**src/rtl/occd_pkg.sv**
```systemverilog
// constants shared by the output channel clock divider files
package occd_pkg;
	localparam int ADDR_W = 10;
	localparam int DATA_W = 8;
	localparam int DRV_N = 3;
	localparam int CNT_W = 6;

	// ************************************************************
	// register offsets
	// ************************************************************
	localparam logic [9:0] OFS_DIV2_DCC = 10'h098;
	localparam logic [9:0] OFS_DIV3_CNT = 10'h099;
	localparam logic [9:0] OFS_DIV3_CTL = 10'h09A;
	localparam logic [9:0] OFS_CH3_PD = 10'h09B;
	localparam logic [9:0] OFS_STATIC = 10'h09C;
	localparam logic [9:0] OFS_STATUS = 10'h09D;
	localparam logic [9:0] OFS_DIV2_CNT = 10'h196;
	localparam logic [9:0] OFS_DIV2_CTL = 10'h197;
	localparam logic [9:0] OFS_CH2_PD = 10'h198;

	// ************************************************************
	// field positions
	// ************************************************************
	localparam int BIT_PD = 2;
	localparam int BIT_DCC_DIS = 0;
	localparam int BIT_BYPASS = 7;
	localparam int BIT_IGN_SYNC = 6;
	localparam int BIT_FORCE_HI = 5;
	localparam int BIT_START_HI = 4;
	localparam int LOW_MSB = 7;
	localparam int LOW_LSB = 4;
	localparam int HIGH_MSB = 3;
	localparam int HIGH_LSB = 0;
	localparam int PHASE_MSB = 3;
	localparam int PHASE_LSB = 0;

	// ************************************************************
	// values after reset
	// ************************************************************
	localparam logic [7:0] RST_DIV2_CNT = 8'h11;
	localparam logic [7:0] RST_DIV3_CNT = 8'h00;
	localparam logic [7:0] RST_CTL = 8'h00;
	localparam logic RST_BIT = 1'b0;
	localparam logic [1:0] RST_STATIC = 2'h0;
	localparam logic [5:0] RST_CNT = 6'h00;
endpackage

```
**src/rtl/occd_drivers.sv**
```systemverilog
// three output driver pairs of one channel with high-impedance power-down
`timescale 1ns/1ns
module occd_drivers (
	input wire logic i_clock,
	input wire logic i_rst,
	input wire logic i_level,
	input wire logic i_power_down,
	output logic [2:0] o_data,
	output logic [2:0] o_oe
);
	genvar g;
	generate
		for (g = 0; g < occd_pkg::DRV_N; g++)
		begin : g_drv
			always_ff @(posedge i_clock or posedge i_rst)
			begin
				if (i_rst)
				begin
					o_data[g] <= 1'b0;
					o_oe[g] <= 1'b0;
				end
				else
				begin
					// powered-down pairs float and hold a quiet data level
					o_data[g] <= i_level & ~i_power_down;
					o_oe[g] <= ~i_power_down;
				end
			end
		end
	endgenerate
endmodule // occd_drivers

```
**src/rtl/occd_divider.sv**
```systemverilog
// one integer output divider: counts, bypass, sync, phase, forced level
`timescale 1ns/1ns
module occd_divider (
	input wire logic i_clock,
	input wire logic i_rst,
	input wire logic i_in_level,
	input wire logic i_in_rise,
	input wire logic i_sync,
	input wire logic [7:0] i_counts,
	input wire logic [7:0] i_ctl,
	input wire logic i_dcc_dis,
	input wire logic i_static,
	output logic o_level
);
	logic [5:0] total, hi_len, lo_len, cnt_q;
	logic sync_act, bypass, force_hi, start_hi, run, toggle;
	logic [3:0] phase;

	assign bypass = i_ctl[occd_pkg::BIT_BYPASS];
	assign force_hi = i_ctl[occd_pkg::BIT_FORCE_HI];
	assign start_hi = i_ctl[occd_pkg::BIT_START_HI];
	assign phase = i_ctl[occd_pkg::PHASE_MSB:occd_pkg::PHASE_LSB];
	assign sync_act = i_sync & ~i_ctl[occd_pkg::BIT_IGN_SYNC];
	assign total = 6'(i_counts[occd_pkg::LOW_MSB:occd_pkg::LOW_LSB])
		+ 6'(i_counts[occd_pkg::HIGH_MSB:occd_pkg::HIGH_LSB]) + 6'h02;

	always_comb
	begin
		if (i_dcc_dis)
		begin
			hi_len = 6'(i_counts[occd_pkg::HIGH_MSB:occd_pkg::HIGH_LSB]) + 6'h01;
			lo_len = 6'(i_counts[occd_pkg::LOW_MSB:occd_pkg::LOW_LSB]) + 6'h01;
		end
		else
		begin
			// correction keeps the period and splits it evenly, odd cycle high
			hi_len = 6'((total + 6'h01) >> 1);
			lo_len = total >> 1;
		end
	end

	assign run = ~sync_act & ~i_static & ~bypass;
	assign toggle = run & i_in_rise & (cnt_q == 6'h00);

	always_ff @(posedge i_clock or posedge i_rst)
	begin
		if (i_rst)
		begin
			o_level <= 1'b0;
			cnt_q <= occd_pkg::RST_CNT;
		end
		else if (sync_act)
		begin
			o_level <= start_hi;
			cnt_q <= 6'(phase) + (start_hi ? hi_len : lo_len) - 6'h01;
		end
		else if (i_static)
			o_level <= force_hi;
		else if (bypass)
			o_level <= i_in_level;
		else if (toggle)
		begin
			o_level <= ~o_level;
			cnt_q <= (o_level ? lo_len : hi_len) - 6'h01;
		end
		else if (run & i_in_rise)
			cnt_q <= cnt_q - 6'h01;
	end

	// ************************************************************
	// checks
	// ************************************************************
	logic [5:0] seg_q;
	logic first_q, dirty_q;
	logic [16:0] cfg_q;
	always_ff @(posedge i_clock or posedge i_rst)
	begin
		if (i_rst)
		begin
			seg_q <= occd_pkg::RST_CNT;
			first_q <= 1'b1;
			dirty_q <= 1'b1;
			cfg_q <= 17'h00000;
		end
		else
		begin
			cfg_q <= {i_counts, i_ctl, i_dcc_dis};
			seg_q <= (sync_act | toggle) ? 6'h00 : seg_q + 6'(run & i_in_rise);
			first_q <= sync_act | (first_q & ~toggle);
			dirty_q <= ~sync_act & ((dirty_q & ~toggle) | ~run
				| (cfg_q != {i_counts, i_ctl, i_dcc_dis}));
		end
	end

	seg_len_a: assert property (@(posedge i_clock) disable iff (i_rst)
		// a setting that changes at this edge has not reached dirty_q yet
		(toggle && !first_q && !dirty_q && cfg_q == {i_counts, i_ctl, i_dcc_dis})
		|-> (seg_q + 6'h01 == (o_level ? hi_len : lo_len)))
		else $error("divider level length wrong");
	phase_delay_a: assert property (@(posedge i_clock) disable iff (i_rst)
		(toggle && first_q && !dirty_q && cfg_q == {i_counts, i_ctl, i_dcc_dis})
		|-> (seg_q + 6'h01 == 6'(phase) + (o_level ? hi_len : lo_len)))
		else $error("first edge after sync not delayed by phase");
	bypass_follow_a: assert property (@(posedge i_clock) disable iff (i_rst)
		(!sync_act && !i_static && bypass) |=> (o_level == $past(i_in_level)))
		else $error("bypass does not follow input");
	forced_level_a: assert property (@(posedge i_clock) disable iff (i_rst)
		(!sync_act && i_static) |=> (o_level == $past(force_hi)))
		else $error("static level differs from force bit");
	sync_start_a: assert property (@(posedge i_clock) disable iff (i_rst)
		sync_act |=> (o_level == $past(start_hi)) ##1 1'b1)
		else $error("sync does not restart at start level");
	ignore_sync_a: assert property (@(posedge i_clock) disable iff (i_rst)
		(i_sync && i_ctl[occd_pkg::BIT_IGN_SYNC] && run && !i_in_rise) |=> $stable(o_level))
		else $error("ignored sync moved output");
	dcc_split_a: assert property (@(posedge i_clock) disable iff (i_rst)
		!i_dcc_dis |-> (hi_len + lo_len == total) && (hi_len - lo_len <= 6'h01))
		else $error("corrected duty split uneven");
endmodule // occd_divider

```
**src/rtl/occd_top.sv**
```systemverilog
// output channel clock divider block: registers, dividers 2 and 3, drivers
//
// Design decision made here: the address-and-strobe port.
`timescale 1ns/1ns
module occd_top (
	input wire logic i_clock,
	input wire logic i_rst,
	input wire logic [9:0] i_addr,
	input wire logic [7:0] i_wdata,
	input wire logic i_wr,
	input wire logic i_rd,
	input wire logic i_div_in,
	input wire logic i_sync,
	output logic [7:0] o_rdata,
	output logic [2:0] o_ch2_data,
	output logic [2:0] o_ch2_oe,
	output logic [2:0] o_ch3_data,
	output logic [2:0] o_ch3_oe
);
	// ************************************************************
	// register storage
	// ************************************************************
	logic [7:0] div2_cnt_q;
	logic [7:0] div2_ctl_q;
	logic [7:0] div3_cnt_q;
	logic [7:0] div3_ctl_q;
	logic pd2_q;
	logic pd3_q;
	logic dcc2_dis_q;
	logic dcc3_dis_q;
	logic [1:0] static_q;
	logic div_in_q;
	logic div_rise;
	logic lvl2;
	logic lvl3;
	logic [7:0] rdata_d;

	always_ff @(posedge i_clock or posedge i_rst)
	begin
		if (i_rst)
			div2_cnt_q <= occd_pkg::RST_DIV2_CNT;
		else if (i_wr && i_addr == occd_pkg::OFS_DIV2_CNT)
			div2_cnt_q <= i_wdata;
	end

	always_ff @(posedge i_clock or posedge i_rst)
	begin
		if (i_rst)
			div2_ctl_q <= occd_pkg::RST_CTL;
		else if (i_wr && i_addr == occd_pkg::OFS_DIV2_CTL)
			div2_ctl_q <= i_wdata;
	end

	always_ff @(posedge i_clock or posedge i_rst)
	begin
		if (i_rst)
			div3_cnt_q <= occd_pkg::RST_DIV3_CNT;
		else if (i_wr && i_addr == occd_pkg::OFS_DIV3_CNT)
			div3_cnt_q <= i_wdata;
	end

	always_ff @(posedge i_clock or posedge i_rst)
	begin
		if (i_rst)
			div3_ctl_q <= occd_pkg::RST_CTL;
		else if (i_wr && i_addr == occd_pkg::OFS_DIV3_CTL)
			div3_ctl_q <= i_wdata;
	end

	always_ff @(posedge i_clock or posedge i_rst)
	begin
		if (i_rst)
			pd2_q <= occd_pkg::RST_BIT;
		else if (i_wr && i_addr == occd_pkg::OFS_CH2_PD)
			pd2_q <= i_wdata[occd_pkg::BIT_PD];
	end

	always_ff @(posedge i_clock or posedge i_rst)
	begin
		if (i_rst)
		begin
			pd3_q <= occd_pkg::RST_BIT;
			dcc3_dis_q <= occd_pkg::RST_BIT;
		end
		else if (i_wr && i_addr == occd_pkg::OFS_CH3_PD)
		begin
			pd3_q <= i_wdata[occd_pkg::BIT_PD];
			dcc3_dis_q <= i_wdata[occd_pkg::BIT_DCC_DIS];
		end
	end

	always_ff @(posedge i_clock or posedge i_rst)
	begin
		if (i_rst)
			dcc2_dis_q <= occd_pkg::RST_BIT;
		else if (i_wr && i_addr == occd_pkg::OFS_DIV2_DCC)
			dcc2_dis_q <= i_wdata[occd_pkg::BIT_DCC_DIS];
	end

	// static hold must be paired with ignore-sync by software, or sync wins
	always_ff @(posedge i_clock or posedge i_rst)
	begin
		if (i_rst)
			static_q <= occd_pkg::RST_STATIC;
		else if (i_wr && i_addr == occd_pkg::OFS_STATIC)
			static_q <= i_wdata[1:0];
	end

	// ************************************************************
	// read port
	// ************************************************************
	always_comb
	begin
		rdata_d = 8'h00;
		if (i_addr == occd_pkg::OFS_DIV2_CNT)
			rdata_d = div2_cnt_q;
		else if (i_addr == occd_pkg::OFS_DIV2_CTL)
			rdata_d = div2_ctl_q;
		else if (i_addr == occd_pkg::OFS_DIV3_CNT)
			rdata_d = div3_cnt_q;
		else if (i_addr == occd_pkg::OFS_DIV3_CTL)
			rdata_d = div3_ctl_q;
		else if (i_addr == occd_pkg::OFS_CH2_PD)
			rdata_d[occd_pkg::BIT_PD] = pd2_q;
		else if (i_addr == occd_pkg::OFS_CH3_PD)
		begin
			rdata_d[occd_pkg::BIT_PD] = pd3_q;
			rdata_d[occd_pkg::BIT_DCC_DIS] = dcc3_dis_q;
		end
		else if (i_addr == occd_pkg::OFS_DIV2_DCC)
			rdata_d[occd_pkg::BIT_DCC_DIS] = dcc2_dis_q;
		else if (i_addr == occd_pkg::OFS_STATIC)
			rdata_d[1:0] = static_q;
		else if (i_addr == occd_pkg::OFS_STATUS)
			rdata_d[3:0] = {i_sync, div_in_q, lvl3, lvl2};
	end

	// unmapped reads return zero; data stands only in the cycle after the strobe
	always_ff @(posedge i_clock or posedge i_rst)
	begin
		if (i_rst)
			o_rdata <= 8'h00;
		else if (i_rd)
			o_rdata <= rdata_d;
		else
			o_rdata <= 8'h00;
	end

	// ************************************************************
	// divider input edge
	// ************************************************************
	// the divider input is sampled on the system clock, so it must run
	// at no more than half the clock rate for every edge to count
	always_ff @(posedge i_clock or posedge i_rst)
	begin
		if (i_rst)
			div_in_q <= 1'b0;
		else
			div_in_q <= i_div_in;
	end

	assign div_rise = i_div_in & ~div_in_q;

	// ************************************************************
	// dividers
	// ************************************************************
	occd_divider u_div2 (
		.i_clock(i_clock),
		.i_rst(i_rst),
		.i_in_level(i_div_in),
		.i_in_rise(div_rise),
		.i_sync(i_sync),
		.i_counts(div2_cnt_q),
		.i_ctl(div2_ctl_q),
		.i_dcc_dis(dcc2_dis_q),
		.i_static(static_q[0]),
		.o_level(lvl2)
	);

	occd_divider u_div3 (
		.i_clock(i_clock),
		.i_rst(i_rst),
		.i_in_level(i_div_in),
		.i_in_rise(div_rise),
		.i_sync(i_sync),
		.i_counts(div3_cnt_q),
		.i_ctl(div3_ctl_q),
		.i_dcc_dis(dcc3_dis_q),
		.i_static(static_q[1]),
		.o_level(lvl3)
	);

	// ************************************************************
	// output drivers
	// ************************************************************
	occd_drivers u_drv2 (
		.i_clock(i_clock),
		.i_rst(i_rst),
		.i_level(lvl2),
		.i_power_down(pd2_q),
		.o_data(o_ch2_data),
		.o_oe(o_ch2_oe)
	);

	occd_drivers u_drv3 (
		.i_clock(i_clock),
		.i_rst(i_rst),
		.i_level(lvl3),
		.i_power_down(pd3_q),
		.o_data(o_ch3_data),
		.o_oe(o_ch3_oe)
	);

	// ************************************************************
	// checks
	// ************************************************************
	ch2_hiz_a: assert property (@(posedge i_clock) disable iff (i_rst)
		pd2_q |=> (o_ch2_oe == 3'h0) && (o_ch2_data == 3'h0))
		else $error("channel 2 drives while powered down");
	ch3_hiz_a: assert property (@(posedge i_clock) disable iff (i_rst)
		pd3_q |=> (o_ch3_oe == 3'h0) && (o_ch3_data == 3'h0))
		else $error("channel 3 drives while powered down");
	ch2_drive_a: assert property (@(posedge i_clock) disable iff (i_rst)
		!pd2_q |=> (o_ch2_oe == 3'h7) && (o_ch2_data == {3{$past(lvl2)}}))
		else $error("channel 2 not driving divider level");
	ch3_drive_a: assert property (@(posedge i_clock) disable iff (i_rst)
		!pd3_q |=> (o_ch3_oe == 3'h7) && (o_ch3_data == {3{$past(lvl3)}}))
		else $error("channel 3 not driving divider level");
	pd_write_a: assert property (@(posedge i_clock) disable iff (i_rst)
		(i_wr && i_addr == occd_pkg::OFS_CH2_PD && i_wdata[occd_pkg::BIT_PD])
		|=> ##1 (o_ch2_oe == 3'h0))
		else $error("channel 2 power-down write not honoured in two cycles");
	pd3_write_a: assert property (@(posedge i_clock) disable iff (i_rst)
		(i_wr && i_addr == occd_pkg::OFS_CH3_PD && i_wdata[occd_pkg::BIT_PD])
		|=> ##1 (o_ch3_oe == 3'h0))
		else $error("channel 3 power-down write not honoured in two cycles");

	// ************************************************************
	// register and pin checks
	// ************************************************************
	dcc2_store_a: assert property (@(posedge i_clock) disable iff (i_rst)
		(i_wr && i_addr == occd_pkg::OFS_DIV2_DCC)
		|=> (dcc2_dis_q == $past(i_wdata[occd_pkg::BIT_DCC_DIS])))
		else $error("divider 2 correction bit not stored");
	dcc3_store_a: assert property (@(posedge i_clock) disable iff (i_rst)
		(i_wr && i_addr == occd_pkg::OFS_CH3_PD)
		|=> (dcc3_dis_q == $past(i_wdata[occd_pkg::BIT_DCC_DIS])))
		else $error("divider 3 correction bit not stored");
	cnt3_store_a: assert property (@(posedge i_clock) disable iff (i_rst)
		(i_wr && i_addr == occd_pkg::OFS_DIV3_CNT)
		|=> (div3_cnt_q == $past(i_wdata)))
		else $error("divider 3 counts not stored");
	ctl3_store_a: assert property (@(posedge i_clock) disable iff (i_rst)
		(i_wr && i_addr == occd_pkg::OFS_DIV3_CTL)
		|=> (div3_ctl_q == $past(i_wdata)))
		else $error("divider 3 control not stored");
	ctl2_store_a: assert property (@(posedge i_clock) disable iff (i_rst)
		(i_wr && i_addr == occd_pkg::OFS_DIV2_CTL)
		|=> (div2_ctl_q == $past(i_wdata)))
		else $error("divider 2 control not stored");
	cnt3_read_a: assert property (@(posedge i_clock) disable iff (i_rst)
		(i_rd && i_addr == occd_pkg::OFS_DIV3_CNT)
		|=> (o_rdata == $past(div3_cnt_q)))
		else $error("divider 3 counts read back wrong");
	ctl3_read_a: assert property (@(posedge i_clock) disable iff (i_rst)
		(i_rd && i_addr == occd_pkg::OFS_DIV3_CTL)
		|=> (o_rdata == $past(div3_ctl_q)))
		else $error("divider 3 control read back wrong");
	ctl2_read_a: assert property (@(posedge i_clock) disable iff (i_rst)
		(i_rd && i_addr == occd_pkg::OFS_DIV2_CTL)
		|=> (o_rdata == $past(div2_ctl_q)))
		else $error("divider 2 control read back wrong");
	ch2_force_a: assert property (@(posedge i_clock) disable iff (i_rst)
		(static_q[0] && div2_ctl_q[occd_pkg::BIT_IGN_SYNC]) |=> ##1 (o_ch2_data
		== ($past(pd2_q) ? 3'h0 : {3{$past(div2_ctl_q[occd_pkg::BIT_FORCE_HI], 2)}})))
		else $error("channel 2 not holding forced level");
	ch3_force_a: assert property (@(posedge i_clock) disable iff (i_rst)
		(static_q[1] && div3_ctl_q[occd_pkg::BIT_IGN_SYNC]) |=> ##1 (o_ch3_data
		== ($past(pd3_q) ? 3'h0 : {3{$past(div3_ctl_q[occd_pkg::BIT_FORCE_HI], 2)}})))
		else $error("channel 3 not holding forced level");
	ch2_bypass_a: assert property (@(posedge i_clock) disable iff (i_rst)
		(div2_ctl_q[occd_pkg::BIT_BYPASS] && !static_q[0]
		&& !(i_sync && !div2_ctl_q[occd_pkg::BIT_IGN_SYNC]))
		|=> ##1 (o_ch2_data == ($past(pd2_q) ? 3'h0 : {3{$past(i_div_in, 2)}})))
		else $error("channel 2 bypass does not pass the input clock");
	ch3_bypass_a: assert property (@(posedge i_clock) disable iff (i_rst)
		(div3_ctl_q[occd_pkg::BIT_BYPASS] && !static_q[1]
		&& !(i_sync && !div3_ctl_q[occd_pkg::BIT_IGN_SYNC]))
		|=> ##1 (o_ch3_data == ($past(pd3_q) ? 3'h0 : {3{$past(i_div_in, 2)}})))
		else $error("channel 3 bypass does not pass the input clock");
endmodule // occd_top

```
**config.mk**
```make
export PLATFORM = sky130hd
export DESIGN_NAME = occd_top
export DESIGN_NICKNAME = d
export VERILOG_FILES = /design/src/rtl/occd_pkg.sv /design/src/rtl/occd_drivers.sv /design/src/rtl/occd_divider.sv /design/src/rtl/occd_top.sv
export SDC_FILE = /design/constraint.sdc
export NUM_CORES = 1
export LEC_CHECK = 0
export ABC_AREA = 0
export BUFFER_PORTS_ARGS = -buffer_cell sky130_fd_sc_hd__buf_4
export CAP_MARGIN = 15
export CORE_MARGIN = 2
export CORE_UTILIZATION = 31
export DETAILED_ROUTE_END_ITERATION = 12
export PLACE_DENSITY_LB_ADDON = 0.1
export REMOVE_ABC_BUFFERS = 1
export SETUP_SLACK_MARGIN = 0.4
export SLEW_MARGIN = 20
export SYNTH_ARGS = -nofsm -noshare
export SYNTH_HDL_FRONTEND = slang
export SYNTH_SLANG_ARGS = --single-unit
```
**constraint.sdc**
```tcl
create_clock -name i_clock -period 10.75 [get_ports i_clock]
set_input_delay 3.225 -clock i_clock [delete_from_list [all_inputs] [get_ports i_clock]]
set_output_delay 3.225 -clock i_clock [all_outputs]
set_load 0.05 [all_outputs]
```
==> qor.yml, run 1 <==
status:
  status: "finished clean"
final_layout:
  drive_gt1_frac: 0.185
  layout_commonest_cell: "dfrtp_1"
  antenna_cells: 0
  fill_cells: 1835
  most-common-layout-cells: "63 x dfrtp_1, 52 x nand2_1, 45 x buf_4"
  fin_nets: 692
  syn2layout_area_growth_pct: 14.0
grt:
  grt_remaining_overflow: 0
  grt_pass1_wl_mm: 25.0
  grt_pass1_vias: 4569
  grtUsageTotal: 0.175
  grt_max_degree: 66
  antenna_found_initial: 0
synth:
  yosys_warnings: 0
  yosysSeqAreaShare: 0.298
  syn_area_um2: 5470
  ys_ff_latch: 65
  async_flop_share: 1.00
  synthCells: 604
  synth_edf_count: 0
  syn_avg_cell_area_um2: 9.05
  synth_ff_type: "dfrtp_1"
  synth_cell_type_count: 72
cts:
  clk_latency_ns: 0.34
  cts_resized: 0
  htree_num_levels: 3
  cts.clk_slew.worst_paths_ns: 0.06
  cts_tree: "built"
  postCtsSetupBuffers: 0
  cts_buffer_depth: 2
  hold_buffers: 0
  cts_buffers: 9
  cts-root-buf: "clkbuf_16"
  cts.sinks: 65
min_path:
  hp-class: "reg -> reg"
  min-delay-start: "pd3_q"
pwr:
  swShare: 0.297
  intPower_w: 0.000488
  leakage_nw: 2.82
  vdd_drop_max_uv: 79.3
  p_seq_frac: 0.396
  power_frac_comb: 0.167
  clock_power_share: 0.437
  p_total_w: 0.000694
  p_sw_w: 0.000206
  power_density_nw_per_um2: 111
sta:
  setup_violations: 0
  min_period_ns: 5.32
  fin_skew_ns: 0.00804
  fin_tns_setup_ns: 0
  fin_crit_sh: 0.495
  timing.hold.ws_ns: 0.415
  rsz0062_at_grt: "no"
  worstMarginPinSlew_ns: 1.01
  clock.fmax_mhz: 188
  hold_viol_final: 0
  max_slew_margin: 0.318
  drv_slew: 0
route:
  viasPerCell: 5.60
  drtIter0Drc: 303
  final_antenna_net_count: 0
  wl_per_cell_um: 18.6
  dr_total_vias: 4801
  first_pass_iters: 6
  routed_wl_mm: 15.9
  drcViolationCount: 0
floorplan:
  ios: 44
  die_height_um: 137
  die_w_um: 137
  die_area_um2: 18700
  row_count: 48
  core_area_um2: 17300
  initial_utilization: 0.316
setup_path:
  cp.arrival_ns: 5.52
  endpoint_kind: "register"
  rr_startpoint: "div2_cnt_q[0]"
  worst-setup-path-type: "in -> reg"
  worst_ep_required_time_ns: 10.95
  start_kind: "input pin"
  crit_path_max_fanout: 8
  crit_start: "i_div_in"
placed_design:
  place_congestion: 0.903
  dp.final_hpwl_mm: 12.3
  port_buffers: 43
flow_run:
  maxCapViolCount: 0
==> Yosys cell counts (7+ instances only) <==
cell type	instances	area, µm²
dfrtp_1	63	1580
nand2_1	52	195
inv_1	42	158
mux2_2	40	450
ha_1	36	450
a21oi_1	34	170
nor2_1	32	120
clkbuf_1	20	75.1
nor2b_1	18	113
o21ai_0	17	85.1
nand3_1	16	80.1
nand4_1	14	87.6
xor2_1	13	114
a21o_1	12	90.1
xnor2_1	11	96.3
nand2b_1	9	56.3
nor4_1	9	56.3
buf_4	8	60.1
nor3_1	8	40.0
a31oi_1	7	43.8
mux2i_1	7	70.1
nand3b_1	7	52.6
o21ai_1	7	35.0
==> flip-flops by register name, indices dropped and copies added, names as in the netlist <==
register	count
dcc2_dis_q	1
dcc3_dis_q	1
div2_cnt_q	8
div2_ctl_q	8
div3_cnt_q	8
div3_ctl_q	8
div_in_q	1
o_rdata	8
pd2_q	1
pd3_q	1
static_q	2
u_div2.cnt_q	6
u_div2.o_level	1
u_div3.cnt_q	6
u_div3.o_level	1
u_drv2.o_data	1
u_drv2.o_oe	1
u_drv3.o_data	1
u_drv3.o_oe	1
==> kinds of logic after synthesis <==
| logic type | Yosys count | share of synthesized area |
|---|---|---|
| AND/OR/NAND/NOR | 199 | 0.201 |
| AO/OA/AOI/OAI | 149 | 0.191 |
| buffers and inverters | 75 | 0.0588 |
| flip-flops | 65 | 0.298 |
| multiplexers | 52 | 0.116 |
| adder cells (fa/ha/maj) | 40 | 0.0970 |
| XOR/XNOR | 24 | 0.0384 |
==> metrics by stage <==
stage	worst slack, ns	util	cells	instance area, µm²
floorplan	5.15	-	572	5310
global placement	5.11	0.343	842	5930
detailed placement	5.08	0.343	842	5930
CTS	5.44	0.360	858	6230
global route	5.14	0.360	858	6230
finish	5.43	0.360	858	6230
==> critical path, stage by stage <==
cell and delay, ns:
buf_4 0.11, or4b_1 0.62, nor2_4 0.16, nand4b_4 0.14, or4_4 0.60, or2_1 0.26
a21o_1 0.16, a21oi_1 0.13, o22ai_1 0.10
==> per-layer routing <==
| layer | wire, µm | GRT usage | vias to the layer above |
|---|---|---|---|
| li1 | - | - | 2286 |
| met1 | 7710 | 0.252 | 2369 |
| met2 | 7460 | 0.280 | 135 |
| met3 | 584 | 0.0204 | 11 |
| met4 | 162 | 0.0447 | 0 |
| met5 | 0 | 0 | - |
==> power by group through the flow <==
stage / clock network (W) / logic, W / registers [W]
global placement: 0 / 0.000115 / 0.000279
global route: 0.000320 / 0.000129 / 0.000276
floorplan: 0 / 0.0000760 / 0.000277
detailed placement: 0 / 0.000116 / 0.000278
CTS: 0.000309 / 0.000116 / 0.000274
finish: 0.000304 / 0.000116 / 0.000275
==> area by class of cell <==
type / instances / area (µm²) / area share
sequential: 65 / 1630 / 0.261
inverter: 43 / 161 / 0.0259
clock buffer: 9 / 225 / 0.0361
timing repair buffer: 45 / 338 / 0.0542
clock inverter: 7 / 81.3 / 0.0130
multi-input combinational: 464 / 3520 / 0.564
tap: 225 / 282 / 0.0452
==> path summary, 6_finish.rpt <==
check	depth (start not counted)	endpoint	slack [ns]
max	9	u_div2.cnt_q[3]	5.43
min	1	u_drv3.o_data[2]	0.42
max reg2reg	16	u_div2.cnt_q[5]	5.93
min reg2reg	1	u_drv3.o_data[2]	0.42
max in group asynchronous	3	div2_ctl_q[2]	7.05
min in group asynchronous	3	u_drv2.o_oe[0]	3.12
(Power assumes the default switching activity.)
==> run 2, diff against run 1 <==
--- a/config.mk
+++ b/config.mk
@@ -5,7 +5,7 @@
 export SDC_FILE = /design/constraint.sdc
 export NUM_CORES = 1
 export LEC_CHECK = 0
-export ABC_AREA = 0
+export ABC_AREA = 1
 export BUFFER_PORTS_ARGS = -buffer_cell sky130_fd_sc_hd__buf_4
 export CAP_MARGIN = 15
 export CORE_MARGIN = 2
==> constraint.sdc (replaced) <==
create_clock -name i_clock -period 5.3 [get_ports i_clock]
set_input_delay 1.59 -clock i_clock [delete_from_list [all_inputs] [get_ports i_clock]]
set_output_delay 1.59 -clock i_clock [all_outputs]
set_load 0.05 [all_outputs]
==> qor.yml, run 2 <==
status:
  status: "finished clean"
cts:
  cts_tree: "built"
  cts-root-buf: "clkbuf_16"
  hold_buffers: 0
  cts_resized: 0
  clk_latency_ns: 0.35
  cts.sinks: 65
  cts_buffers: 9
  postCtsSetupBuffers: 0
  cts.clk_slew.worst_paths_ns: 0.06
  cts_buffer_depth: 2
  htree_num_levels: 3
synth:
  synth_cell_type_count: 44
  netlist_top_cells_area: "dfrtp_1 31%, nand2_1 13%, ha_1 8.8%, o21ai_0 8.4%, inv_1 7.2%"
  synth_edf_count: 0
  synthCells: 724
  synth_ff_type: "dfrtp_1"
  synth-xor-area-share: 0.0103
  synth_compound_area_frac: 0.165
  yosysMostFrequentCell: "nand2_1"
  post-synth-top-area-cell: "dfrtp_1"
  yosys_warnings: 0
  async_flop_share: 1.00
  ys_ff_latch: 65
  yosysSeqAreaShare: 0.318
  synth_top_family_by_area: "simple AND/OR/NAND/NOR gates"
  synthAdderAreaFrac: 0.103
  syn_area_um2: 5130
  synth.mux.area_fraction: 0.00586
  synth_common_cells: "178 x nand2_1, 99 x inv_1, 86 x o21ai_0"
  synth_top_area_share: 0.308
  synth-simple-area-share: 0.294
  syn_avg_cell_area_um2: 7.08
flow_run:
  maxCapViolCount: 0
final_layout:
  stdcell_count: 981
  most-common-layout-cells: "178 x nand2_1, 98 x inv_1, 86 x o21ai_0"
  fin_area_um2: 5920
  drive_gt1_frac: 0.143
  layout_commonest_cell: "nand2_1"
  antenna_cells: 0
  fill_cells: 1769
  syn2layout_area_growth_pct: 15.5
  fin_nets: 820
route:
  top_layer: "met4"
  routed_wl_mm: 14.5
  drtIter0Drc: 383
  met3_length_um: 528
  met2WireLength_mm: 6.05
  wl_met1_mm: 7.68
  viasPerCell: 4.81
  wl_per_cell_um: 14.7
  final_antenna_net_count: 0
  dr_total_vias: 4717
  first_pass_iters: 5
  drcViolationCount: 0
sta:
  max_slew_margin: 0.546
  min_period_ns: 3.97
  drv_slew: 0
  hold_viol_final: 0
  fin_crit_sh: 0.749
  fin_skew_ns: 0.00882
  setup_ws_ns: 1.33
  fin_tns_setup_ns: 0
  clock.fmax_mhz: 252
  setup_violations: 0
  worstMarginPinSlew_ns: 0.680
  rsz0062_at_grt: "no"
floorplan:
  row_count: 47
  initial_utilization: 0.314
  die_w_um: 133
  ios: 44
  die_height_um: 133
  die_area_um2: 17600
  core_area_um2: 16300
grt:
  grt_pass1_vias: 4453
  grt_pass1_wl_mm: 24.1
  grtUsageTotal: 0.174
  antenna_found_initial: 0
  grt_max_degree: 35
  grt_remaining_overflow: 0
pwr:
  intPower_w: 0.00104
  leakage_nw: 2.88
  p_sw_w: 0.000450
  power_density_nw_per_um2: 251
  swShare: 0.303
  vdd_drop_max_uv: 153
  clock_power_share: 0.450
  p_seq_frac: 0.368
  power_frac_comb: 0.182
placed_design:
  postPlaceCellArea_um2: 5590
  dp.cells: 965
  dp_slack_ns: 1.34
  port_buffers: 43
  dp.final_hpwl_mm: 11.4
  place_congestion: 0.865
setup_path:
  endpoint_kind: "register"
  worst-setup-path-type: "reg -> reg"
  crit_path_max_fanout: 6
  cp.arrival_ns: 4.20
  worst_ep_required_time_ns: 5.53
  start_kind: "register"
min_path:
  hp-class: "reg -> reg"
-- run 2: cell types whose count changed after synthesis, moves of 9 or more --
cell / delta
nor2b_1: -18
nand2b_1: -9
nand3_2: +12
nor2_1: +12
mux2_2: -40
nand3_1: +39
xor2_1: -11
nand2_2: +13
inv_1: +57
clkbuf_1: -13
nand2_1: +126
o21ai_0: +69
-- run 2: logic make-up after synthesis --
| kind of cell | Yosys count |
|---|---|
| flip-flops | 65 |
| XOR/XNOR | 6 |
| multiplexers | 3 |
| adder cells (fa/ha/maj) | 40 |
| buffers and inverters | 128 |
| AND/OR/NAND/NOR | 331 |
| AO/OA/AOI/OAI | 151 |
-- run 2: path summary, 6_finish.rpt --
| check | from | end | slack (ns) | cells past startpoint |
|---|---|---|---|---|
| worst max-delay path | div3_cnt_q[0] | u_div3.cnt_q[5] | 1.33 | 26 |
| worst min-delay path | pd3_q | u_drv3.o_data[2] | 0.47 | 1 |
| worst max register to register | div3_cnt_q[0] | u_div3.cnt_q[5] | 1.33 | 26 |
| worst min register to register | pd3_q | u_drv3.o_data[2] | 0.47 | 1 |
| max in group asynchronous | i_rst | div3_ctl_q[2] | 3.02 | 3 |
| min in group asynchronous | i_rst | div3_cnt_q[2] | 1.36 | 2 |
-- run 2: power groups by stage --
stage | sequential, W | clock (W) | combinational, W
after floorplan | 0.000569 | 0 | 0.000176
after global placement | 0.000555 | 0 | 0.000268
after detailed placement | 0.000556 | 0 | 0.000272
after CTS | 0.000547 | 0.000685 | 0.000273
after global routing | 0.000551 | 0.000708 | 0.000310
final | 0.000547 | 0.000668 | 0.000270
-- run 2: through the flow --
step	total power (W)	hold slack [ns]	util
2_1_floorplan	0.000745	0.426	-
3_3_place_gp	0.000824	0.448	0.342
3_5_place_dp	0.000827	0.465	0.342
5_1_grt	0.00157	0.486	0.362
4_1_cts	0.00150	0.474	0.362
6_report	0.00149	0.473	0.362
-- run 2: cell type report --
class	count	area (µm²)	share of cell area
clock buffer	9	225	0.0380
timing repair buffer	44	330	0.0558
multi-input combinational	531	2960	0.501
tap	220	275	0.0465
inverter	105	394	0.0666
clock inverter	7	103	0.0173
sequential	65	1630	0.275
-- run 2: per-layer routing --
metal | up-vias | track usage
li1 | 2433 | -
met1 | 2160 | 0.264
met2 | 110 | 0.249
met3 | 14 | 0.0268
met4 | 0 | 0.0573
met5 | - | 0
-- run 2: critical path, cell delays in order (launching register included) --
cell,delay [ns]
dfrtp_1,0.45
ha_1,0.27
fa_1,0.41
inv_1,0.07
nand2_1,0.04
nand2_1,0.08
inv_1,0.06
ha_1,0.32
nand2_1,0.09
inv_1,0.05
o21ai_0,0.15
o21ai_1,0.11
nand2_1,0.07
nand2_1,0.06
ha_1,0.27
inv_1,0.04
ha_1,0.21
fa_1,0.41
a21oi_1,0.14
nor2_1,0.05
nor2_1,0.10
or2_1,0.11
nand3_1,0.06
nand2_1,0.07
clkinv_1,0.05
nand2_1,0.05
nand2_1,0.04
==> run 3, diff against run 2 <==
==> constraint.sdc (replaced) <==
create_clock -name i_clock -period 3.7 [get_ports i_clock]
set_input_delay 1.11 -clock i_clock [delete_from_list [all_inputs] [get_ports i_clock]]
set_output_delay 1.11 -clock i_clock [all_outputs]
set_load 0.05 [all_outputs]
==> qor.yml, run 3 (synthesis gave the netlist of run 2 again) <==
setup_path:
  worst-setup-path-type: "reg -> reg"
  cp.arrival_ns: 3.74
  rr_worst_depth: 21
  crit_chain: "ha_4 > fa_2 > ha_4 > nor2_4 > nor2_1 > nand2_1 > nand3_2 > nand2_2 > ha_4 > inv_4 > ha_4 > fa_2 > a21oi_2 > nor2_1 > nor2_1 > or2_1 > nand3_2 > nand2_2 > inv_2 > nand2_1 > nand2_1"
  rr_startpoint: "div2_cnt_q[0]"
  slowest_stage: "dfstp_2"
  crit_path_frequent_cell: "ha_4"
  timing.rr.end: "u_div2.cnt_q[5]"
  endpoint_kind: "register"
  start_kind: "register"
  crit_path_max_fanout: 3
  worst-r2r-setup-slack_ns: 0.20
  worst_ep_required_time_ns: 3.94
  critPathMaxStageDelay_ns: 0.55
sta:
  rsz0062_at_grt: "yes"
  min_period_ns: 3.50
  hold_viol_final: 0
  setup_violations: 0
  drv_slew: 0
  max_slew_margin: 0.409
  fin_crit_sh: 0.947
  fin_tns_setup_ns: 0
  worstMarginPinSlew_ns: 0.886
  fin_skew_ns: 0.00918
  clock.fmax_mhz: 286
min_path:
  hold_path_depth: 1
  min-delay-start: "pd3_q"
  hp-class: "reg -> reg"
  holdPathEnd: "u_drv3.o_data[2]"
final_layout:
  fill_cells: 1719
  fin_nets: 885
  regArea_um2: 1630
  drive_gt1_frac: 0.299
  layout_commonest_cell: "nand2_1"
  final_util: 0.421
  multi_input_comb_area_um2: 3350
  antenna_cells: 0
  syn2layout_area_growth_pct: 34.2
  stdcell_count: 1046
  most-common-layout-cells: "164 x nand2_1, 98 x buf_4, 82 x inv_1"
pwr:
  vdd_drop_max_uv: 221
  p_total_w: 0.00231
  power_density_nw_per_um2: 335
  leakage_nw: 3.31
route:
  drtIter0Drc: 290
  drcViolationCount: 0
  first_pass_iters: 5
  wl_per_cell_um: 15.0
  dr_total_vias: 5059
  viasPerCell: 4.84
  routed_wl_mm: 15.7
  final_antenna_net_count: 0
floorplan:
  core_area_um2: 16300
  row_count: 47
  initial_utilization: 0.314
  die_w_um: 133
  ios: 44
  die_area_um2: 17600
  die_height_um: 133
cts:
  cts_buffers: 9
  hold_buffers: 0
  cts-root-buf: "clkbuf_16"
  cts.clk_slew.worst_paths_ns: 0.06
  cts_buffer_depth: 2
  htree_num_levels: 3
  cts.sinks: 65
  cts_tree: "built"
  clk_latency_ns: 0.35
placed_design:
  dp.final_hpwl_mm: 11.6
  place_congestion: 0.871
  dp.cells: 996
  port_buffers: 43
status:
  status: "finished clean"
grt:
  grt_max_degree: 66
  antenna_found_initial: 0
  grt_pass1_wl_mm: 24.8
  grt_remaining_overflow: 0
  grtUsageTotal: 0.179
  grt_pass1_vias: 4725
flow_run:
  maxCapViolCount: 0
-- run 3: cell types whose count changed in the layout (fill, tap and decap cells not counted), moves of 5 or more --
cell     before  now
o21ai_0      86   75
ha_1         36   21
a21oi_1      31   26
nand2_2      13   22
ha_4          0   12
inv_1        98   82
nand2_1     178  164
inv_2         4   19
buf_6         0   10
nand2_4       0    5
nand3_2      12   17
o21ai_1       4   11
buf_4        44   98
nand3_1      55   47
-- run 3: what timing repair did --
item | 4_1_cts | 5_1_grt
setup endpoints to repair | 7 | 9
buffers inserted | 26 | 8
pin swaps | 53 | 51
gates resized for setup | 67 | 48
-- run 3: routing by layer --
layer  vias up  GRT usage  share of wire
met2        84      0.270           0.44
li1       2570          -              -
met3        22     0.0295          0.031
met1      2383      0.261           0.51
met5         -          0              0
met4         0     0.0538          0.019
-- run 3: area by class of cell --
cell class | instances | share of cell area
clock buffer | 10 | 0.0347
multi-input combinational | 531 | 0.487
clock inverter | 6 | 0.0167
tap | 220 | 0.0400
inverter | 105 | 0.0582
sequential | 65 | 0.237
timing repair buffer | 109 | 0.126
-- run 3: worst max-delay path by stage --
stage	start	endpoint	slack, ns	depth (start not counted)
after floorplan	div3_cnt_q[0]	u_div3.cnt_q[5]	0.06	26
after global placement	div3_cnt_q[0]	u_div3.cnt_q[5]	-0.05	26
after detailed placement	div3_cnt_q[0]	u_div3.cnt_q[5]	-0.10	26
after CTS	div3_cnt_q[4]	u_div3.cnt_q[5]	0.16	26
after global routing	div3_cnt_q[0]	u_div3.cnt_q[5]	-0.08	26
final	div2_cnt_q[0]	u_div2.cnt_q[5]	0.20	21
-- run 3: per-stage QoR --
step	instance area [µm²]	hold WS [ns]	setup WS (ns)
after global placement	5820	0.448	-0.0467
after CTS	6630	0.463	0.162
final	6880	0.463	0.198
after global routing	6880	0.486	-0.0840
after detailed placement	5820	0.454	-0.104
after floorplan	4990	0.426	0.0559
-- run 3: report_power, final --
group          internal [W]  total [W]  switching (W)
Combinational      0.000210   0.000501       0.000291
Clock              0.000679    0.00102       0.000345
Sequential         0.000745   0.000781      0.0000355
-- run 3: worst max-delay path: cells and delay by family (launching register included) --
kind / cells / cell delay, ns
adders and majority gates: 6 / 1.78
and+or+nand+nor: 12 / 0.88
DFF: 1 / 0.55
AOI/OAI and AO/OA: 1 / 0.14
buffers and inverters: 2 / 0.06
